## config.mk

```make
export PLATFORM = sky130hd
export DESIGN_NAME = supervisor_reset_warning_backup
export DESIGN_NICKNAME = d
export VERILOG_FILES = /design/src/verilog/supervisor_pkg.sv /design/src/verilog/supervisor_reset_warning_backup.sv
export SDC_FILE = /design/constraint.sdc
export NUM_CORES = 1
export LEC_CHECK = 0
export ABC_AREA = 1
export ABC_CLOCK_PERIOD_IN_PS = 1790
export BUFFER_PORTS_ARGS = -buffer_cell sky130_fd_sc_hd__buf_2
export CAP_MARGIN = 10
export CELL_PAD_IN_SITES_DETAIL_PLACEMENT = 1
export CELL_PAD_IN_SITES_GLOBAL_PLACEMENT = 1
export CORE_ASPECT_RATIO = 0.5
export CORE_UTILIZATION = 43
export CTS_BUF_LIST = sky130_fd_sc_hd__clkbuf_4 sky130_fd_sc_hd__clkbuf_8
export CTS_CLUSTER_DIAMETER = 50
export DETAILED_ROUTE_END_ITERATION = 6
export GPL_ROUTABILITY_DRIVEN = 0
export GPL_TIMING_DRIVEN = 0
export PLACE_DENSITY = 0.78
export SLEW_MARGIN = 20
export SYNTH_ARGS = -nofsm -noshare
export SYNTH_HDL_FRONTEND = slang
export SYNTH_SLANG_ARGS = --single-unit
```

## constraint.sdc

```tcl
create_clock -name clk_in -period 1.79 [get_ports clk_in]
set_clock_uncertainty 0.2 [all_clocks]
set_input_delay 0.2685 -clock clk_in [delete_from_list [all_inputs] [get_ports clk_in]]
set_output_delay 0.2685 -clock clk_in [all_outputs]
set_load 0.005 [all_outputs]
```

## src/verilog/supervisor_pkg.sv

```systemverilog
// Package of constants and carrier types for the supply supervisor.
`default_nettype none
package supervisor_pkg;

   // ==========================================================================
   // Timing constants
   localparam int unsigned CLK_HZ          = 200_000_000;
   localparam int unsigned TICK_HZ         = 30_000;
   localparam int unsigned TICK_CYC        = CLK_HZ / TICK_HZ;
   localparam int unsigned TICK_NS         = 1_000_000_000 / TICK_HZ;
   localparam int unsigned RESET_MS        = 25;
   localparam int unsigned WARN_MIN_US     = 200;
   localparam int unsigned WARN_MAX_US     = 500;
   localparam int unsigned GRACE_US        = 10;
   localparam int unsigned DEBOUNCE_TICKS  = 3;
   localparam int unsigned LOW_SAMPLES     = 3;
   // Tick counts, minimums rounded up.
   localparam int unsigned RESET_TICKS =
      (RESET_MS * 1_000_000 + TICK_NS - 1) / TICK_NS;
   localparam int unsigned WARN_TICKS =
      (WARN_MIN_US * 1_000 + TICK_NS - 1) / TICK_NS;
   localparam int unsigned GRACE_TICKS =
      (GRACE_US * 1_000 + TICK_NS - 1) / TICK_NS;
   localparam int unsigned CNT_W = 12;

   // ==========================================================================
   // Carrier types
   typedef struct packed {
      logic below_battery;   // Main supply under battery voltage.
      logic below_supply;    // Main supply under its trip level.
      logic sense_low;       // Sense point under its trip level.
      logic battery_present; // Battery attached.
   } supply_status_t;

   typedef enum logic [2:0] {
      PB_IDLE  = 3'b001,
      PB_PRESS = 3'b010,
      PB_HOLD  = 3'b100
   } pb_state_t;

   typedef enum logic [2:0] {
      CE_PASS  = 3'b001,
      CE_GRACE = 3'b010,
      CE_LOCK  = 3'b100
   } ce_state_t;

endpackage
`default_nettype wire

```

## src/verilog/supervisor_reset_warning_backup.sv

```systemverilog
// Supervisor: pushbutton reset, power warning, memory protect, seal, power-fail.
`timescale 1ns/100ps
`default_nettype none
// ==========================================================================
// Overview
// All timing runs from one clock. A divider makes a one-cycle tick that
// stands for the slow sampling oscillator; every interval is a tick count.
// Supply comparator results arrive as levels and are taken as synchronous.
// A high select pin means a battery-backed processor, a low one a volatile one.
// The pushbutton path debounces a press over a few ticks, asserts the reset
// pair once the press is accepted, and times the interval from the release.
// The warning path filters the sense comparator over consecutive samples and
// gives one bounded pulse for each excursion below the sense trip level.
// In volatile mode the supply falling to its trip level also gives a pulse.
// The memory enable passes through while the supply is good, lets a running
// memory cycle finish within a short grace time on failure, and then stays
// inactive until the supply recovers.
// The seal keeps the switched supply off from battery attach to first power.
// The power-fail pair follows the battery crossing, one cycle late.
// ==========================================================================
// Limitations
// Comparator levels are outside this block; only their results come in.
// A supply that slews through the sense level faster than the filter span
// may give no warning pulse at all; the memory lock still follows.
// Reset is raised by the pushbutton only; other reset sources are elsewhere.
module supervisor_reset_warning_backup #(
   parameter int unsigned TICK_CYCLES = supervisor_pkg::TICK_CYC
) (
   // Clock and reset.
   input  wire logic                           clk_in,
   input  wire logic                           rst_b_in,
   // Supply comparator results.
   input  wire supervisor_pkg::supply_status_t supply_in,
   // Processor side.
   input  wire logic                           cpu_type_select_in,
   input  wire logic                           pushbutton_reset_n_in,
   output logic                                reset_out,
   output logic                                reset_n_out,
   output logic                                power_warn_n_out,
   output logic                                power_warn_oe_out,
   // Memory side.
   input  wire logic                           mem_enable_in_n_in,
   output logic                                mem_enable_out_n_out,
   output logic                                switched_supply_en_out,
   // Power-fail outputs.
   output logic                                power_fail_flag_out,
   output logic                                power_fail_flag_n_out
);

   // ==========================================================================
   // Parameter checks
   // The divider is sixteen bits wide and needs at least two cycles per tick.
   if (TICK_CYCLES < 2 || TICK_CYCLES > 65535) begin : g_bad_tick
      $error("TICK_CYCLES out of range");
   end
   // The interval counters must reach the longest tick count without wrapping.
   if (supervisor_pkg::RESET_TICKS >= (1 << supervisor_pkg::CNT_W)) begin : g_bad_cnt
      $error("CNT_W too narrow for the reset interval");
   end

   // ==========================================================================
   // State
   // All registered state lives in one packed struct, so the next-state logic
   // starts from a copy and changes only the fields that move.
   // The tick is registered too, so every user sees it on the same edge.
   typedef struct packed {
      logic [15:0]               div;
      logic                      tick;
      supervisor_pkg::pb_state_t pb;
      logic [supervisor_pkg::CNT_W-1:0] pb_cnt;
      logic [1:0]                low_cnt;
      logic                      warn_act;
      logic                      warn_done;
      logic [supervisor_pkg::CNT_W-1:0] warn_cnt;
      logic                      was_below_supply;
      logic                      supply_pulse;
      supervisor_pkg::ce_state_t ce;
      logic [supervisor_pkg::CNT_W-1:0] ce_cnt;
      logic                      ce_n;
      logic                      sealed;
      logic                      pf;
      logic                      rst_act;
      logic                      warn_oe;
   } state_t;

   state_t s_q;
   state_t s_d;

   logic battery_mode;
   logic pb_enabled;
   logic sense_low_gated;

   // ==========================================================================
   // Input qualifiers
   // The select pin is a strap, so its level is taken directly as the mode.
   assign battery_mode = cpu_type_select_in;
   // Pushbutton is honoured only when supply and mode allow it. Presses are
   // refused below battery, and while the sense input is low in battery-backed
   // mode, so a sleeping processor is not woken by the button.
   assign pb_enabled = !supply_in.below_battery
                       && !(supply_in.sense_low && battery_mode);
   // Low sense is held off while the supply is below trip level.
   // At power-up the sense comparator can read low long before the supply is
   // good; the gate keeps that from starting a pulse too early.
   assign sense_low_gated = supply_in.sense_low && !supply_in.below_supply;

   // ==========================================================================
   // Next-state logic.
   always_comb begin
      s_d = s_q;
      // Tick divider, one-cycle enable.
      // It stands in for the slow sampling oscillator; nothing runs slower.
      // Every interval in the block is a count of these ticks.
      s_d.tick = 1'b0;
      if (s_q.div == 16'(TICK_CYCLES - 1)) begin
         s_d.div  = 16'h0000;
         s_d.tick = 1'b1;
      end else begin
         s_d.div = s_q.div + 16'h0001;
      end

      // Pushbutton debounce and reset interval.
      // A press must stay low for the debounce span of ticks to count; a short
      // bounce returns to idle without touching the reset outputs. The interval
      // counts from the release, so a long press simply stretches the reset.
      // The press counter saturates so that a very long press cannot wrap it.
      unique case (s_q.pb)
         supervisor_pkg::PB_IDLE: begin
            s_d.pb_cnt = '0;
            if (!pushbutton_reset_n_in && pb_enabled) begin
               s_d.pb = supervisor_pkg::PB_PRESS;
            end
         end
         supervisor_pkg::PB_PRESS: begin
            if (pushbutton_reset_n_in || !pb_enabled) begin
               if (s_q.pb_cnt >= supervisor_pkg::CNT_W'(supervisor_pkg::DEBOUNCE_TICKS)) begin
                  s_d.pb     = supervisor_pkg::PB_HOLD;
                  s_d.pb_cnt = '0;
               end else begin
                  s_d.pb = supervisor_pkg::PB_IDLE;
               end
            end else if (s_q.tick && s_q.pb_cnt != '1) begin
               s_d.pb_cnt = s_q.pb_cnt + 1'b1;
            end
         end
         supervisor_pkg::PB_HOLD: begin
            if (s_q.tick) begin
               if (s_q.pb_cnt == supervisor_pkg::CNT_W'(supervisor_pkg::RESET_TICKS)) begin
                  s_d.pb = supervisor_pkg::PB_IDLE;
               end else begin
                  s_d.pb_cnt = s_q.pb_cnt + 1'b1;
               end
            end
         end
         default: s_d.pb = supervisor_pkg::PB_IDLE;
      endcase
      // Reset stays active through a debounced press and the whole interval.
      // It is worked out from the next state, so reset rises on the edge at which
      // the press is accepted and falls on the edge at which the interval ends.
      s_d.rst_act = (s_d.pb == supervisor_pkg::PB_HOLD)
                    || (s_d.pb == supervisor_pkg::PB_PRESS
                        && s_d.pb_cnt >= supervisor_pkg::CNT_W'(supervisor_pkg::DEBOUNCE_TICKS));

      // Warning filter: three consecutive low samples.
      // Any good sample clears the count, so noise shorter than the filter span
      // never reaches the pin. The count saturates while the level stays low.
      if (s_q.tick) begin
         if (!sense_low_gated) begin
            s_d.low_cnt = 2'h0;
         end else if (s_q.low_cnt != 2'(supervisor_pkg::LOW_SAMPLES)) begin
            s_d.low_cnt = s_q.low_cnt + 2'h1;
         end
      end
      // Supply trip in volatile mode also pulses the warning.
      // The previous supply level is kept so that only the falling crossing
      // starts a pulse, not a supply that simply stays below its trip level.
      s_d.was_below_supply = supply_in.below_supply;
      if (supply_in.below_supply && !s_q.was_below_supply && !battery_mode) begin
         s_d.supply_pulse = 1'b1;
      end else if (!supply_in.below_supply) begin
         s_d.supply_pulse = 1'b0;
      end
      // One pulse per excursion: warn_done blocks a second start until the
      // sense input is good again and no supply pulse is pending.
      if (!s_q.warn_act) begin
         if (!s_q.warn_done && ((s_q.tick && sense_low_gated
                && s_q.low_cnt == 2'(supervisor_pkg::LOW_SAMPLES - 1))
               || (s_q.supply_pulse && !supply_in.below_battery))) begin
            s_d.warn_act = 1'b1;
            s_d.warn_cnt = '0;
         end
         if (!sense_low_gated && !s_q.supply_pulse) begin
            s_d.warn_done = 1'b0;
         end
      end else begin
         // Pulse ends on timeout or when sense rises again.
         // The timeout counts one tick past the minimum so the pulse is never
         // short, and it stays well under the maximum.
         if (s_q.tick) begin
            s_d.warn_cnt = s_q.warn_cnt + 1'b1;
         end
         if ((s_q.tick && s_q.warn_cnt == supervisor_pkg::CNT_W'(supervisor_pkg::WARN_TICKS))
             || (!supply_in.sense_low && !s_q.supply_pulse)) begin
            s_d.warn_act     = 1'b0;
            s_d.warn_done    = 1'b1;
            s_d.supply_pulse = 1'b0;
         end
      end
      // Below battery the processor side is unpowered, so the pulse is dropped.
      if (supply_in.below_battery) begin
         s_d.warn_act = 1'b0;
      end
      // Output released in volatile mode below battery, else driven.
      // A volatile processor loses power there, so the pin must not drive into
      // it; a battery-backed one expects the pin held at its inactive level.
      s_d.warn_oe = !(supply_in.below_battery && !battery_mode);

      // Memory enable gating.
      // While the supply is good the enable follows its input one cycle late.
      // On failure a cycle already under way keeps its enable for the grace
      // time, so a write in progress is not cut in half; an idle enable is
      // locked at once. The lock lifts only when the supply is good again.
      unique case (s_q.ce)
         supervisor_pkg::CE_PASS: begin
            s_d.ce_n = mem_enable_in_n_in;
            if (supply_in.below_supply) begin
               s_d.ce_cnt = '0;
               if (!s_q.ce_n) begin
                  s_d.ce   = supervisor_pkg::CE_GRACE;
                  s_d.ce_n = s_q.ce_n;
               end else begin
                  s_d.ce   = supervisor_pkg::CE_LOCK;
                  s_d.ce_n = 1'b1;
               end
            end
         end
         // The grace count moves on ticks, so the lock follows within one tick.
         supervisor_pkg::CE_GRACE: begin
            if (s_q.tick) begin
               s_d.ce_cnt = s_q.ce_cnt + 1'b1;
            end
            if (mem_enable_in_n_in
                || s_q.ce_cnt == supervisor_pkg::CNT_W'(supervisor_pkg::GRACE_TICKS)) begin
               s_d.ce   = supervisor_pkg::CE_LOCK;
               s_d.ce_n = 1'b1;
            end
         end
         supervisor_pkg::CE_LOCK: begin
            s_d.ce_n = 1'b1;
            if (!supply_in.below_supply) begin
               s_d.ce   = supervisor_pkg::CE_PASS;
               s_d.ce_n = mem_enable_in_n_in;
            end
         end
         default: s_d.ce = supervisor_pkg::CE_LOCK;
      endcase

      // Freshness seal.
      // Removing the battery sets the seal again, and only main power above
      // battery clears it, so a fresh battery is not drained on the shelf.
      if (!supply_in.battery_present) begin
         s_d.sealed = 1'b1;
      end else if (!supply_in.below_battery) begin
         s_d.sealed = 1'b0;
      end

      // Power-fail at the battery crossing.
      // It follows the crossing in both directions, one cycle after the input.
      s_d.pf = supply_in.below_battery;
   end

   // ==========================================================================
   // State register.
   // Reset puts every output at its inactive or safe level.
   always_ff @(posedge clk_in or negedge rst_b_in) begin
      if (!rst_b_in) begin
         s_q         <= '0;
         // The last supply level resets high, so a supply that is still below
         // its trip level at release is not taken for a falling crossing.
         s_q.was_below_supply <= 1'b1;
         s_q.pb      <= supervisor_pkg::PB_IDLE;
         s_q.ce      <= supervisor_pkg::CE_LOCK;
         s_q.ce_n    <= 1'b1;
         s_q.sealed  <= 1'b1;
         s_q.pf      <= 1'b1;
         s_q.warn_oe <= 1'b1;
      end else begin
         s_q <= s_d;
      end
   end

   // ==========================================================================
   // Outputs
   // Outputs from registers, or their inverses, so none of them can glitch.
   assign reset_out              = s_q.rst_act;
   assign reset_n_out            = !s_q.rst_act;
   assign power_warn_n_out       = !s_q.warn_act;
   assign power_warn_oe_out      = s_q.warn_oe;
   assign mem_enable_out_n_out   = s_q.ce_n;
   assign switched_supply_en_out = !s_q.sealed;
   assign power_fail_flag_out    = s_q.pf;
   assign power_fail_flag_n_out  = !s_q.pf;

endmodule // supervisor_reset_warning_backup
`default_nettype wire

```

==> impl_metrics.yaml <==
floorplanning:
  start_util: 0.456
  core.rowCount: 24
  core_mm2: 0.00898
  ios: 17
  die_h_um: 71.0
  die_x_um: 140
  die_area_mm2: 0.00995
synthesis:
  async_flop_share: 1.00
  yosysWarnings: 0
  syn_inst: 527
  seq_area_frac_synth: 0.430
  yosys.area.top_type_share: 0.385
  synthFlopType: "dfrtp_1"
  synth_common_cells: "108 x nand2_1, 77 x inv_1, 63 x dfrtp_1, 55 x nor2_1, 43 x nand3_1"
  synth-seq-cells: 70
  syn_nets: 544
  synth_most_common_cell: "nand2_1"
  ys_types: 48
  synth_area_leaders: "dfrtp_1 38%, nand2_1 9.9%, inv_1 7.1%"
  syn_area_mm2: 0.00410
  synth_edf_count: 0
  yosysTopAreaCell: "dfrtp_1"
  synth.avg_cell_area_um2: 7.78
clock_network:
  clock_sinks: 70
  clockBufferDepth: 2
  clk_pin_slew_ps: 90
  cts_tree: "done"
  cts_buffers: 9
  cts_root_buf: "clkbuf_8"
  clk-insertion-delay-late_ps: 370
  cts_htree_levels: 3
global_route:
  grt_antenna_before_repair: 0
  grt_pass1_wl_um: 18400
  grt_max_degree: 51
  gr-usage-all-layers: 0.235
  grt_pass1_vias: 3903
  gr-total-overflow: 0
detailed_routing:
  viasPerCell: 5.81
  drtPass1Iterations: 5
  ant_nets: 0
  initialDrtViolationCount: 308
  num_vias: 4248
  post_drt_wl_per_cell_um: 22.1
  wl_um: 16100
  drc: 0
sta:
  setup_viol: 50
  fin_crit_sh: 1.35
  whs_ps: -2.96
  drv_slew: 0
  fmax_ghz: 0.414
  tightest_slew_ps: 370
  slew_headroom: 0.752
  rsz0062_at_grt: "yes"
  hold_viol: 1
  timing.final.ws_setup_ps: -623
  finalCriticalPeriod_ps: 2410
final_layout:
  design_area_mm2: 0.00571
  drive_gt1_frac: 0.431
  fin_nets: 625
  final_cells: 731
  synthToLayoutAreaGrowth_pct: 39.2
critical_path:
  start_kind: "flip-flop"
  required_ps: 1840
  cp_max_fo: 6
  end_kind: "flip-flop"
  critPathLaunch: "s_q[51]"
  crit_type: "flip-flop to flip-flop"
  rr_startpoint: "s_q[51]"
  reg2reg_depth: 13
  arrival_ps: 2460
worst_hold_path:
  min_path_type: "primary input to flip-flop"
  whs_path_depth: 2
  hold_start: "supply_in[2]"
placed_design:
  dpl.cell_count: 661
  portBuffers: 16
  hpwl_um: 7200
  placed_area_mm2: 0.00438
pwr:
  p_leak_nw: 2.63
  powerDensity_mw_per_mm2: 892
  total_power_mw: 5.09
  ir_drop_mv: 0.449
flow_run:
  drv_cap: 0
run_status:
  status: "finished with violations"
  violations: "negative hold slack, negative setup slack"
[layout by cell type (no fill, tap or decap), types with 7 or more instances in the layout]
| cell | n |
|---|---|
| nand3_4 | 12 |
| o21ai_1 | 7 |
| inv_2 | 23 |
| dfstp_2 | 7 |
| nand3_2 | 10 |
| dfrtp_1 | 53 |
| nand2_4 | 11 |
| buf_2 | 15 |
| clkbuf_8 | 10 |
| nor2_2 | 17 |
| o21ai_0 | 18 |
| nand3_1 | 29 |
| nor2_1 | 29 |
| dfrtp_2 | 10 |
| a21oi_1 | 10 |
| inv_1 | 58 |
| nand4_1 | 10 |
| buf_6 | 11 |
| nor2_4 | 18 |
| xor2_1 | 9 |
| nand2_2 | 24 |
| nor3_4 | 8 |
| a21oi_2 | 7 |
| nand2_1 | 85 |
| buf_4 | 40 |
[power by group]
group | switching (mW) | internal (mW) | total [mW]
sequential | 0.254 | 1.80 | 2.05
clock | 0.698 | 0.842 | 1.54
combinational | 1.02 | 0.483 | 1.50
[registers in the layout (all words and copies together), names as in the netlist]
register,cells
s_q,66
mem_enable_out_n_out,1
power_fail_flag_out,1
power_warn_oe_out,1
reset_out,1
[per-layer routing]
| layer | vias up | part of all wire | GRT usage |
|---|---|---|---|
| li1 | 1878 | - | - |
| met1 | 2208 | 0.42 | 0.282 |
| met2 | 118 | 0.51 | 0.437 |
| met3 | 44 | 0.038 | 0.0454 |
| met4 | 0 | 0.034 | 0.0623 |
| met5 | - | 0 | 0 |
[logic make-up after synthesis]
group	Yosys count	share of synthesized area
adder cells (fa/ha/maj)	8	0.0244
XOR/XNOR	11	0.0235
buffers and inverters	89	0.0834
flip-flops	70	0.430
multiplexers	1	0.00244
AO/OA/AOI/OAI	62	0.0873
AND/OR/NAND/NOR	286	0.349
[layout make-up]
cell class | count | area, um^2
Fill cell | 1034 | 3270
Multi-Input combinational cell | 368 | 2630
Buffer | 4 | 45.0
Antenna cell | 1 | 2.50
Inverter | 85 | 329
Tap cell | 117 | 146
Sequential cell | 70 | 1770
Clock buffer | 11 | 145
Timing Repair Buffer | 70 | 554
Clock inverter | 5 | 81.3
[path summary, 6_finish.rpt]
check | endpoint | slack (ps)
setup / recovery | reset_out | -620
hold / removal | s_q[20] | -3
setup reg to reg | reset_out | -620
hold reg to reg | s_q[32] | 340
max in group asynchronous | s_q[3] | 630
min in group asynchronous | s_q[64] | 140
[critical path, stage by stage (launching register included)]
cell and delay, ps:
dfrtp_1 470, inv_2 90, nor3_4 260, inv_2 110, nand2_2 150, nor2_4 90, a21oi_1 190, nand2_1 100
nand2_1 110, nand2_1 80, nor2_2 160, nand3_1 120, nand2_1 70, nand2_1 90
[per-stage QoR]
stage	setup TNS, ps	hold slack [ps]	util	setup WS, ps
floorplan	-105	-227	-	-103
global placement	-13180	205	0.485	-494
detailed placement	-3940	-15.6	0.488	-510
CTS	-1450	1.33	0.560	-340
global route	-8630	2.16	0.635	-736
finish	-5280	-2.96	0.635	-623
[what timing repair did]
item,in CTS,in global routing
hold buffers,5,0
gates resized for setup,51,139
endpoints found under the hold margin,71,0
buffers inserted,24,27
pin swaps,27,52
setup endpoints to repair,45,50
Note: power is estimated with default switching activity, not from simulation.
